[config.mk]
export PLATFORM = sky130hd
export DESIGN_NAME = sosm_top
export DESIGN_NICKNAME = d
export VERILOG_FILES = /design/src/hdl/sosm_top.v /design/src/hdl/sosm_delay.v
export VERILOG_INCLUDE_DIRS = /design/src /design/src/hdl
export SDC_FILE = /design/constraint.sdc
export NUM_CORES = 2
export LEC_CHECK = 0
export BUFFER_PORTS_ARGS = -buffer_cell sky130_fd_sc_hd__buf_2
export CORE_ASPECT_RATIO = 1.1
export CORE_MARGIN = 5
export CORE_UTILIZATION = 56
export CTS_CLUSTER_SIZE = 24
export DETAILED_ROUTE_END_ITERATION = 10
export GPL_ROUTABILITY_DRIVEN = 1
export PLACE_DENSITY = 0.78
export SLEW_MARGIN = 40
export SYNTH_ARGS = -nofsm -noshare
export SYNTH_HDL_FRONTEND = slang
export SYNTH_SLANG_ARGS = --single-unit
[constraint.sdc]
create_clock -name CORE_CLK_I -period 5.9 [get_ports CORE_CLK_I]
set_input_delay 0.295 -clock CORE_CLK_I [delete_from_list [all_inputs] [get_ports CORE_CLK_I]]
set_output_delay 0.295 -clock CORE_CLK_I [all_outputs]
set_load 0.005 [all_outputs]
[src/hdl/sosm_map.vh]
`ifndef SOSM_MAP_VH
`define SOSM_MAP_VH

// Clock and delay-loop timing
`define SOSM_CLK_NS        50
`define SOSM_LOOP_NS       3000
`define SOSM_LOOP_CYC      ((`SOSM_LOOP_NS + `SOSM_CLK_NS - 1) / `SOSM_CLK_NS)

// Operation code groups (upper 12 bits of the 16-bit code, upper 8 bits for monitor)
`define SOSM_GRP_WBIT      12'h600
`define SOSM_GRP_CTRL      12'h601
`define SOSM_GRP_DUMP      12'h602
`define SOSM_GRP_MON       8'h50
`define SOSM_DUMP_LAST     4'h2

// Code field positions
`define SOSM_F_SPACE_HI    1
`define SOSM_F_SPACE_LO    0
`define SOSM_F_VARIANT     2
`define SOSM_F_CNTGRP      3
`define SOSM_F_MONTGT      0

// Address spaces on the bus port
`define SOSM_SP_A16        2'h0
`define SOSM_SP_A24        2'h1
`define SOSM_SP_A32        2'h2
`define SOSM_SP_SRAM       2'h3

// Offset limits
`define SOSM_SRAM_MAX      32'h00040000
`define SOSM_A24_MASK      32'h00ffffff

// Monitor region layout
`define SOSM_FLAG_BYTES    32'h00000004
`define SOSM_FLAG_SET_HI   16'h0000
`define SOSM_FLAG_SET_LO   16'h0001
`define SOSM_BLKSZ_HI      23
`define SOSM_WORD_BYTES    32'h00000002

// Internal operation types
`define SOSM_T_BAD         3'h0
`define SOSM_T_WBIT        3'h1
`define SOSM_T_WCNT        3'h2
`define SOSM_T_CTRL        3'h3
`define SOSM_T_DUMP        3'h4
`define SOSM_T_MON         3'h5

`endif

[src/hdl/sosm_top.v]
// Overview of operation
// Monitor copies go to incrementing addresses
// Monitor uses D16; only A24 or shared RAM
// Region is blocks times size plus four
// First four bytes are the flag
// Flag zero: copy block, then set one
// Host reads block then clears flag
// Flag nonzero: skip copy, still pass data
// Host presets flags and block set first
// Wait-bit codes read one D16 word
// Mask ANDed; set needs ones, clear zeros
// Keep re-reading until bit condition holds
// Delay misc loops of 3 us between reads
// Wait-count proceeds when value reaches count
// 32-bit count read as two D16 reads
// Repeat count reads with delay until met
// Control writes misc to selected location
// 32-bit control target gets two D16 writes
// Byte counter kept; dump writes its value
// Shared RAM offset at most 262144
// Next operation waits for current to finish
// Code-to-variant mapping chosen by designer
`timescale 1ns/1ps
`default_nettype none
`include "sosm_map.vh"

module sosm_top (
  input  wire        CORE_CLK_I,     // Core clock, 20 MHz
  input  wire        SRST_I,         // Synchronous reset, active high
  input  wire        OP_VALID_I,     // Operation offered
  output wire        OP_READY_O,     // Executor idle, takes operation
  input  wire [15:0] OP_CODE_I,      // Operation code
  input  wire [31:0] OP_COUNT_I,     // Count operand
  input  wire [31:0] OP_ADDR_I,      // Address operand
  input  wire [31:0] OP_MISC_I,      // Misc operand
  output reg         OP_DONE_O,      // Pulse: operation finished
  output reg         OP_ERR_O,       // Pulse: operation refused
  output reg         BUS_REQ_O,      // Bus access request, held to ack
  output reg         BUS_WE_O,       // 1 write, 0 read
  output reg  [1:0]  BUS_SPACE_O,    // Address space
  output reg  [31:0] BUS_ADDR_O,     // Byte address of D16 access
  output reg  [15:0] BUS_WDATA_O,    // Write data
  input  wire        BUS_ACK_I,      // Access complete
  input  wire [15:0] BUS_RDATA_I,    // Read data, valid with ack
  input  wire [15:0] LB_IN_DATA_I,   // Local-bus word in
  input  wire        LB_IN_VALID_I,  // Local-bus word valid
  output wire        LB_IN_READY_O,  // Local-bus word taken
  output reg  [15:0] LB_OUT_DATA_O,  // Outgoing stream word
  output reg         LB_OUT_VALID_O, // Outgoing word valid
  input  wire        LB_OUT_READY_I, // Outgoing word taken
  input  wire        CNT_CLR_I,      // Clear byte counter
  input  wire        XFER_VALID_I,   // Other transfers: bytes valid
  input  wire [15:0] XFER_BYTES_I,   // Other transfers: byte count
  output reg  [31:0] BYTE_CNT_O      // Transferred byte counter
);

  localparam [3:0] ST_IDLE  = 4'h0;
  localparam [3:0] ST_RD    = 4'h1;
  localparam [3:0] ST_EVAL  = 4'h2;
  localparam [3:0] ST_DELAY = 4'h3;
  localparam [3:0] ST_WR    = 4'h4;
  localparam [3:0] ST_MSTR  = 4'h5;
  localparam [3:0] ST_MWR   = 4'h6;
  localparam [3:0] ST_FLAG  = 4'h7;
  localparam [3:0] ST_DONE  = 4'h8;

  // ==========================================================
  // Decoding
  function [2:0] op_type;
    input [15:0] code;
    begin
      if (code[15:4] == `SOSM_GRP_WBIT && !code[`SOSM_F_CNTGRP])
        op_type = `SOSM_T_WBIT;
      else if (code[15:4] == `SOSM_GRP_WBIT)
        op_type = `SOSM_T_WCNT;
      else if (code[15:4] == `SOSM_GRP_CTRL && code[`SOSM_F_CNTGRP])
        op_type = `SOSM_T_CTRL;
      else if (code[15:4] == `SOSM_GRP_DUMP && code[3:0] <= `SOSM_DUMP_LAST)
        op_type = `SOSM_T_DUMP;
      else if (code[15:8] == `SOSM_GRP_MON)
        op_type = `SOSM_T_MON;
      else
        op_type = `SOSM_T_BAD;
    end
  endfunction

  function [1:0] op_space;
    input [15:0] code;
    input [2:0]  typ;
    begin
      case (typ)
        `SOSM_T_DUMP: op_space = (code[1:0] == 2'h0) ? `SOSM_SP_A24 :
                                 (code[1:0] == 2'h1) ? `SOSM_SP_A32 :
                                 `SOSM_SP_SRAM;
        `SOSM_T_MON:  op_space = code[`SOSM_F_MONTGT] ? `SOSM_SP_A24 :
                                 `SOSM_SP_SRAM;
        default:      op_space = code[`SOSM_F_SPACE_HI:`SOSM_F_SPACE_LO];
      endcase
    end
  endfunction

  wire [2:0]  in_type  = op_type(OP_CODE_I);
  wire [1:0]  in_space = op_space(OP_CODE_I, in_type);
  wire        in_badad = (in_space == `SOSM_SP_SRAM) &&
                         (OP_ADDR_I > `SOSM_SRAM_MAX);
  wire [31:0] in_addr  = (in_space == `SOSM_SP_A24) ?
                         (OP_ADDR_I & `SOSM_A24_MASK) : OP_ADDR_I;
  wire [56:0] in_prod  = {{33{1'b0}}, OP_COUNT_I[23:0]} *
                         {{33{1'b0}}, OP_MISC_I[`SOSM_BLKSZ_HI:0]};

  reg [3:0]  state_r;
  reg [2:0]  type_r;
  reg        var_r;      // Clear polarity or 32-bit width
  reg [31:0] base_r;
  reg [31:0] count_r;
  reg [31:0] misc_r;
  reg [31:0] rval_r;
  reg        idx_r;
  reg        copy_r;
  reg [31:0] left_r;     // Monitor bytes still to pass
  reg [31:0] moff_r;     // Monitor write offset past the flag
  reg        dly_start_r;
  wire       dly_done;

  // For wait-bit codes the variant bit is polarity, never width
  wire       two_words = var_r && (type_r != `SOSM_T_WBIT);
  wire [15:0] msk      = count_r[15:0];
  wire [15:0] masked   = rval_r[15:0] & msk;
  wire       bit_met   = var_r ? (masked == 16'h0000) :
                                 (masked == msk);
  wire [31:0] cnt_need = var_r ? count_r : {16'h0000, count_r[15:0]};
  wire       cnt_met   = (rval_r >= cnt_need);
  wire       lb_take   = (state_r == ST_MSTR) && LB_IN_VALID_I &&
                         !LB_OUT_VALID_O && (left_r != 32'h0);
  wire       out_take  = LB_OUT_VALID_O && LB_OUT_READY_I;
  wire       mon_pass  = lb_take;


  assign OP_READY_O    = (state_r == ST_IDLE);
  assign LB_IN_READY_O = lb_take;

  function [15:0] wr_word;
    input [2:0]  typ;
    input        two;
    input        idx;
    input [31:0] misc;
    input [31:0] cnt;
    begin
      case (typ)
        `SOSM_T_CTRL: wr_word = (two && !idx) ? misc[31:16] :
                                misc[15:0];
        `SOSM_T_DUMP: wr_word = idx ? cnt[15:0] : cnt[31:16];
        default:      wr_word = idx ? `SOSM_FLAG_SET_LO :
                                `SOSM_FLAG_SET_HI;
      endcase
    end
  endfunction

  sosm_delay u_delay (
    .clk_i   (CORE_CLK_I),
    .srst_i  (SRST_I),
    .start_i (dly_start_r),
    .loops_i (misc_r),
    .done_o  (dly_done)
  );

  // ==========================================================
  // Byte counter
  always @(posedge CORE_CLK_I) begin
    if (SRST_I || CNT_CLR_I) begin
      BYTE_CNT_O <= 32'h0;
    end else begin
      // Both sources may land in one cycle; neither is dropped
      BYTE_CNT_O <= BYTE_CNT_O +
                    (XFER_VALID_I ? {16'h0000, XFER_BYTES_I} : 32'h0) +
                    (mon_pass ? `SOSM_WORD_BYTES : 32'h0);
    end
  end

  // ==========================================================
  // Outgoing stream register
  always @(posedge CORE_CLK_I) begin
    if (SRST_I) begin
      LB_OUT_VALID_O <= 1'b0;
      LB_OUT_DATA_O  <= 16'h0000;
    end else if (lb_take) begin
      LB_OUT_VALID_O <= 1'b1;
      LB_OUT_DATA_O  <= LB_IN_DATA_I;
    end else if (out_take) begin
      LB_OUT_VALID_O <= 1'b0;
    end
  end

  // ==========================================================
  // Sequencer
  always @(posedge CORE_CLK_I) begin
    if (SRST_I) begin
      state_r     <= ST_IDLE;
      type_r      <= `SOSM_T_BAD;
      var_r       <= 1'b0;
      base_r      <= 32'h0;
      count_r     <= 32'h0;
      misc_r      <= 32'h0;
      rval_r      <= 32'h0;
      idx_r       <= 1'b0;
      copy_r      <= 1'b0;
      left_r      <= 32'h0;
      moff_r      <= 32'h0;
      dly_start_r <= 1'b0;
      OP_DONE_O   <= 1'b0;
      OP_ERR_O    <= 1'b0;
      BUS_REQ_O   <= 1'b0;
      BUS_WE_O    <= 1'b0;
      BUS_SPACE_O <= `SOSM_SP_A16;
      BUS_ADDR_O  <= 32'h0;
      BUS_WDATA_O <= 16'h0000;
    end else begin
      OP_DONE_O   <= 1'b0;
      OP_ERR_O    <= 1'b0;
      dly_start_r <= 1'b0;
      case (state_r)
        ST_IDLE: begin
          if (OP_VALID_I) begin
            type_r      <= in_type;
            var_r       <= OP_CODE_I[`SOSM_F_VARIANT] ||
                           (in_type == `SOSM_T_DUMP) ||
                           (in_type == `SOSM_T_MON);
            base_r      <= in_addr;
            count_r     <= OP_COUNT_I;
            misc_r      <= OP_MISC_I;
            BUS_SPACE_O <= in_space;
            left_r      <= in_prod[31:0];
            moff_r      <= `SOSM_FLAG_BYTES;
            idx_r       <= 1'b0;
            if (in_type == `SOSM_T_BAD || in_badad) begin
              OP_ERR_O <= 1'b1;
              OP_DONE_O <= 1'b1;
            end else if (in_type == `SOSM_T_CTRL ||
                         in_type == `SOSM_T_DUMP) begin
              state_r <= ST_WR;
            end else begin
              state_r <= ST_RD;
            end
          end
        end
        ST_RD: begin
          if (!BUS_REQ_O) begin
            BUS_REQ_O  <= 1'b1;
            BUS_WE_O   <= 1'b0;
            BUS_ADDR_O <= base_r + {30'h0, idx_r, 1'b0};
          end else if (BUS_ACK_I) begin
            BUS_REQ_O <= 1'b0;
            if (two_words && !idx_r) begin
              rval_r[31:16] <= BUS_RDATA_I;
              idx_r         <= 1'b1;
            end else begin
              rval_r <= two_words ? {rval_r[31:16], BUS_RDATA_I} :
                                    {16'h0000, BUS_RDATA_I};
              state_r <= ST_EVAL;
            end
          end
        end
        ST_EVAL: begin
          idx_r <= 1'b0;
          if (type_r == `SOSM_T_MON) begin
            copy_r  <= (rval_r == 32'h0);
            state_r <= ST_MSTR;
          end else if ((type_r == `SOSM_T_WBIT && bit_met) ||
                       (type_r == `SOSM_T_WCNT && cnt_met)) begin
            state_r <= ST_DONE;
          end else begin
            dly_start_r <= 1'b1;
            state_r     <= ST_DELAY;
          end
        end
        ST_DELAY: begin
          if (dly_done) begin
            state_r <= ST_RD;
          end
        end
        ST_WR: begin
          if (!BUS_REQ_O) begin
            BUS_REQ_O   <= 1'b1;
            BUS_WE_O    <= 1'b1;
            BUS_ADDR_O  <= base_r + {30'h0, idx_r, 1'b0};
            BUS_WDATA_O <= wr_word(type_r, two_words, idx_r,
                                   misc_r, BYTE_CNT_O);
          end else if (BUS_ACK_I) begin
            BUS_REQ_O <= 1'b0;
            if (two_words && !idx_r) begin
              idx_r <= 1'b1;
            end else begin
              state_r <= ST_DONE;
            end
          end
        end
        ST_MSTR: begin
          if (left_r == 32'h0) begin
            // Flag is written only after the whole block has landed
            idx_r   <= 1'b0;
            state_r <= copy_r ? ST_FLAG : ST_DONE;
          end else if (lb_take) begin
            left_r <= left_r - `SOSM_WORD_BYTES;
            if (copy_r) begin
              BUS_REQ_O   <= 1'b1;
              BUS_WE_O    <= 1'b1;
              BUS_ADDR_O  <= base_r + moff_r;
              BUS_WDATA_O <= LB_IN_DATA_I;
              state_r     <= ST_MWR;
            end
          end
        end
        ST_MWR: begin
          if (BUS_ACK_I) begin
            BUS_REQ_O <= 1'b0;
            moff_r    <= moff_r + `SOSM_WORD_BYTES;
            state_r   <= ST_MSTR;
          end
        end
        ST_FLAG: begin
          state_r <= ST_WR;
        end
        ST_DONE: begin
          OP_DONE_O <= 1'b1;
          state_r   <= ST_IDLE;
        end
        default: begin
          state_r <= ST_IDLE;
        end
      endcase
    end
  end

endmodule
`default_nettype wire

[src/hdl/sosm_delay.v]
`timescale 1ns/1ps
`default_nettype none
`include "sosm_map.vh"

module sosm_delay (
  input  wire        clk_i,     // Core clock
  input  wire        srst_i,    // Synchronous reset, active high
  input  wire        start_i,   // Pulse: begin a delay
  input  wire [31:0] loops_i,   // Number of delay loops
  output reg         done_o     // Pulse: delay elapsed
);

  localparam [31:0] LOOP_CYC_W = `SOSM_LOOP_CYC;
  localparam [7:0]  LOOP_CYC   = LOOP_CYC_W[7:0];

  reg        busy_r;
  reg [31:0] loops_r;
  reg [7:0]  cyc_r;

  // ==========================================================
  // Loop counter
  always @(posedge clk_i) begin
    if (srst_i) begin
      busy_r  <= 1'b0;
      loops_r <= 32'h0;
      cyc_r   <= 8'h0;
      done_o  <= 1'b0;
    end else begin
      done_o <= 1'b0;
      if (start_i) begin
        // Zero loops still costs one cycle, keeping the caller simple
        busy_r  <= (loops_i != 32'h0);
        done_o  <= (loops_i == 32'h0);
        loops_r <= loops_i;
        cyc_r   <= LOOP_CYC - 8'h01;
      end else if (busy_r) begin
        if (cyc_r != 8'h0) begin
          cyc_r <= cyc_r - 8'h01;
        end else if (loops_r == 32'h1) begin
          busy_r <= 1'b0;
          done_o <= 1'b1;
        end else begin
          loops_r <= loops_r - 32'h1;
          cyc_r   <= LOOP_CYC - 8'h01;
        end
      end
    end
  end

endmodule
`default_nettype wire

==> flow_metrics.tcl <==
set metrics [dict create \
    antenna_found_initial 4 \
    die_area_sq_um 65240 \
    cp-startpoint "OP_MISC_I[15]" \
    synth-xor-area-share_pct 4.493 \
    h-tree-depth 2 \
    avgSynthCellArea_sq_um 8.109 \
    drc_errors 0 \
    hold_path.class "in2reg" \
    cts_max_path_buffers 3 \
    gr-total-overflow 0 \
    slowest_stage "fa_1" \
    utilization_pct 66.92 \
    cts.sinks 347 \
    nFillCells 4732 \
    ys_types 73 \
    path_common_cell "fa_1" \
    yosys.area_share.adder_pct 30.54 \
    synthTopCellsByArea "fa_1 22%, dfxtp_1 21%, ha_1 8.8%, nand2_1 7.1%, inv_1 6.0%" \
    ys_seq_area_share_pct 20.60 \
    clk_pin_slew_ns 0.06 \
    routed_wl_mm 101.7 \
    slew_headroom_pct 48.00 \
    synth-seq-cells 347 \
    route.vias.total 30790 \
    drt_pre_antenna_iters 8 \
    synth_compound_area_share_pct 12.23 \
    hold_path.startpoint "OP_COUNT_I[26]" \
    num_rows 94 \
    syn2layout_area_growth_pct 18.56 \
    cp.arrival_ns 6.27 \
    grt_max_degree 149 \
    synth_edf_count 0 \
    synth_flop_cell "dfxtp_1" \
    cp-end-kind "flop" \
    io_pins 273 \
    fmax_ghz 0.1710 \
    seq_area_sq_um 6947 \
    slowest_delay_ns 0.57 \
    dp_hpwl_mm 76.97 \
    maxCapViolCount 0 \
    synth_fp_nets 4930 \
    grt_usage_pct 30.25 \
    crit_type "in2reg" \
    drive_gt1_share_pct 15.13 \
    r2r-start "left_r[8]" \
    die_x_microns 244.0 \
    root_buffer "clkbuf_16" \
    worst_pin_slew_ns 0.7729 \
    synth_area_sq_um 33730 \
    finalClockSkew_ns 0.02001 \
    synth_top_family_by_area "adder cells" \
    clkLatencyLatePin_ns 0.58 \
    io_buffers 272 \
    hold_violations 0 \
    grt_pass1_wl_mm 160.3 \
    setup_viol 0 \
    yosys_warnings 0 \
    crit_fanout 8 \
    core_region_area_sq_um 59750 \
    final_max_slew_viol_count 0 \
    synth_top_area_share_pct 21.78 \
    via_per_inst 5.744 \
    initial_utilization_pct 56.45 \
    multi_input_area_sq_um 24560 \
    fin_nets 5331 \
    cts_tree "done" \
    synthMuxAreaShare_pct 1.339 \
    synthArstFlopShare_pct 0 \
    outcome "finished clean" \
    drt_iter0_drc 2525 \
    r2r_slack_ns 0.51 \
    place.gp.congestion 0.9460 \
    grt_pass1_vias 30940 \
    finalSetupTns_ns 0 \
    wl_per_cell_microns 18.98 \
    min_period_over_period_pct 99.12 \
    finalCriticalPeriod_ns 5.848 \
    antenna_left 0 \
    synth_area_leader_cell "fa_1" \
    synth-simple-area-share_pct 22.43 \
    die_h_microns 267.4 \
    critPathRequiredTime_ns 6.32 \
    synth_cells 4159 \
    crit_chain "buf_2 > buf_4 > nand2_1 > fa_1 > inv_1 > fa_1 > fa_1 > fa_1 > fa_1 > fa_1 > inv_1 > fa_1 > inv_1 > ha_4 > nand2_2 > a211oi_2 > nor2_2 > o311ai_4 > buf_4 > nor2_1 > xor2_1 > o21ai_0 > a22oi_1 > nor2_1" \
    worstSetupStartpointType "primary input" \
    cts_made_buffers 39 \
    grt_setup_unrepaired "true" \
]
==> metal layers <==
| metal | track usage (%) | part of all wire [%] | vias to the layer above |
|---|---|---|---|
| met3 | 3.713 | 6.2 | 366 |
| met5 | 0 | 0 | - |
| met4 | 16.91 | 6.2 | 0 |
| li1 | - | - | 14300 |
| met1 | 36.09 | 38 | 14840 |
| met2 | 53.25 | 49 | 1282 |
==> state kept, by name, indices dropped and copies added (netlist names), 2 cells and up <==
register / cells
base_r: 32
rval_r: 32
BUS_WDATA_O: 16
left_r: 32
state_r: 4
misc_r: 32
BUS_SPACE_O: 2
type_r: 3
u_delay.cyc_r: 8
BUS_ADDR_O: 32
LB_OUT_DATA_O: 16
count_r: 32
u_delay.loops_r: 32
BYTE_CNT_O: 32
moff_r: 31
==> layout by cell type (no fill, tap or decap), types with 90 or more instances in the layout <==
| cell type | instances |
|---|---|
| nand2_1 | 632 |
| inv_1 | 525 |
| fa_1 | 358 |
| dfxtp_1 | 347 |
| and2_1 | 289 |
| a21oi_1 | 270 |
| buf_2 | 243 |
| nor2_1 | 238 |
| buf_4 | 226 |
| ha_1 | 219 |
| xnor2_1 | 110 |
| o21ai_0 | 90 |
==> metrics by stage <==
stage / setup WS (ns) / area [sq um] / hold slack (ns) / cells
after global placement: -0.5090 / 37300 / 0.4370 / 5205
after global routing: -0.1918 / 39980 / 0.02147 / 5359
final: 0.05168 / 39980 / 0.007573 / 5360
after detailed placement: -0.6071 / 37400 / 0.4414 / 5208
after floorplan: -0.1307 / 34180 / 0.4310 / 4159
after CTS: 0.003994 / 39480 / 0.005602 / 5348
==> synth_stat cells (9+ instances only) <==
| cell type | n |
|---|---|
| a211oi_1 | 35 |
| a21o_1 | 38 |
| a21oi_1 | 277 |
| a22oi_1 | 32 |
| a31oi_1 | 13 |
| and2_1 | 313 |
| and3_1 | 28 |
| clkbuf_1 | 204 |
| dfxtp_1 | 347 |
| fa_1 | 367 |
| ha_1 | 236 |
| inv_1 | 537 |
| mux2i_1 | 44 |
| nand2_1 | 637 |
| nand2b_1 | 19 |
| nand3_1 | 71 |
| nand4_1 | 30 |
| nor2_1 | 244 |
| nor2b_1 | 15 |
| nor3_1 | 65 |
| nor4_1 | 53 |
| o211ai_1 | 42 |
| o21a_1 | 12 |
| o21ai_0 | 98 |
| o21ai_1 | 20 |
| o221ai_1 | 16 |
| o22ai_1 | 12 |
| or3_1 | 35 |
| or4_1 | 9 |
| xnor2_1 | 110 |
| xor2_1 | 63 |
==> repair_timing <==
action,in CTS,in global routing
gates cloned,0,1
hold endpoints to repair,76,0
hold buffers,71,0
pin swaps,1,39
resized for setup,1,141
setup buffers,0,7
endpoints found under the setup margin,1,22
==> cells by family after synthesis <==
group | after synthesis
and+or+nand+nor | 1568
buffers and inverters | 751
AOI/OAI and AO/OA | 672
adders and majority gates | 603
DFF | 347
xor gates and xnor gates | 173
muxes | 45
==> final cells by class <==
type | instances | share of cell area [%]
multi-input combinational | 3061 | 61.41
sequential | 347 | 17.37
timing repair buffer | 573 | 10.30
inverter | 538 | 5.051
clock buffer | 51 | 2.704
tap | 768 | 2.403
clock inverter | 18 | 0.7291
antenna | 4 | 0.02503
==> critical path: cells and delay by family <==
kind                       cells  cell delay [ns]
adders and majority gates      8             3.72
AOI/OAI and AO/OA              4             0.89
xor gates and xnor gates       1             0.18
buffers and inverters          6             0.78
and+or+nand+nor                5             0.39
==> worst paths after layout <==
check | endpoint | cells past startpoint
worst max-delay path | left_r[27] | 24
worst min-delay path | count_r[26] | 3
worst max register to register | BYTE_CNT_O[25] | 20
worst min register to register | BUS_ADDR_O[15] | 2
Power is left out: the tool's default activity adds up to more than one toggle a clock period on the data nets, which glitch-free logic cannot reach.
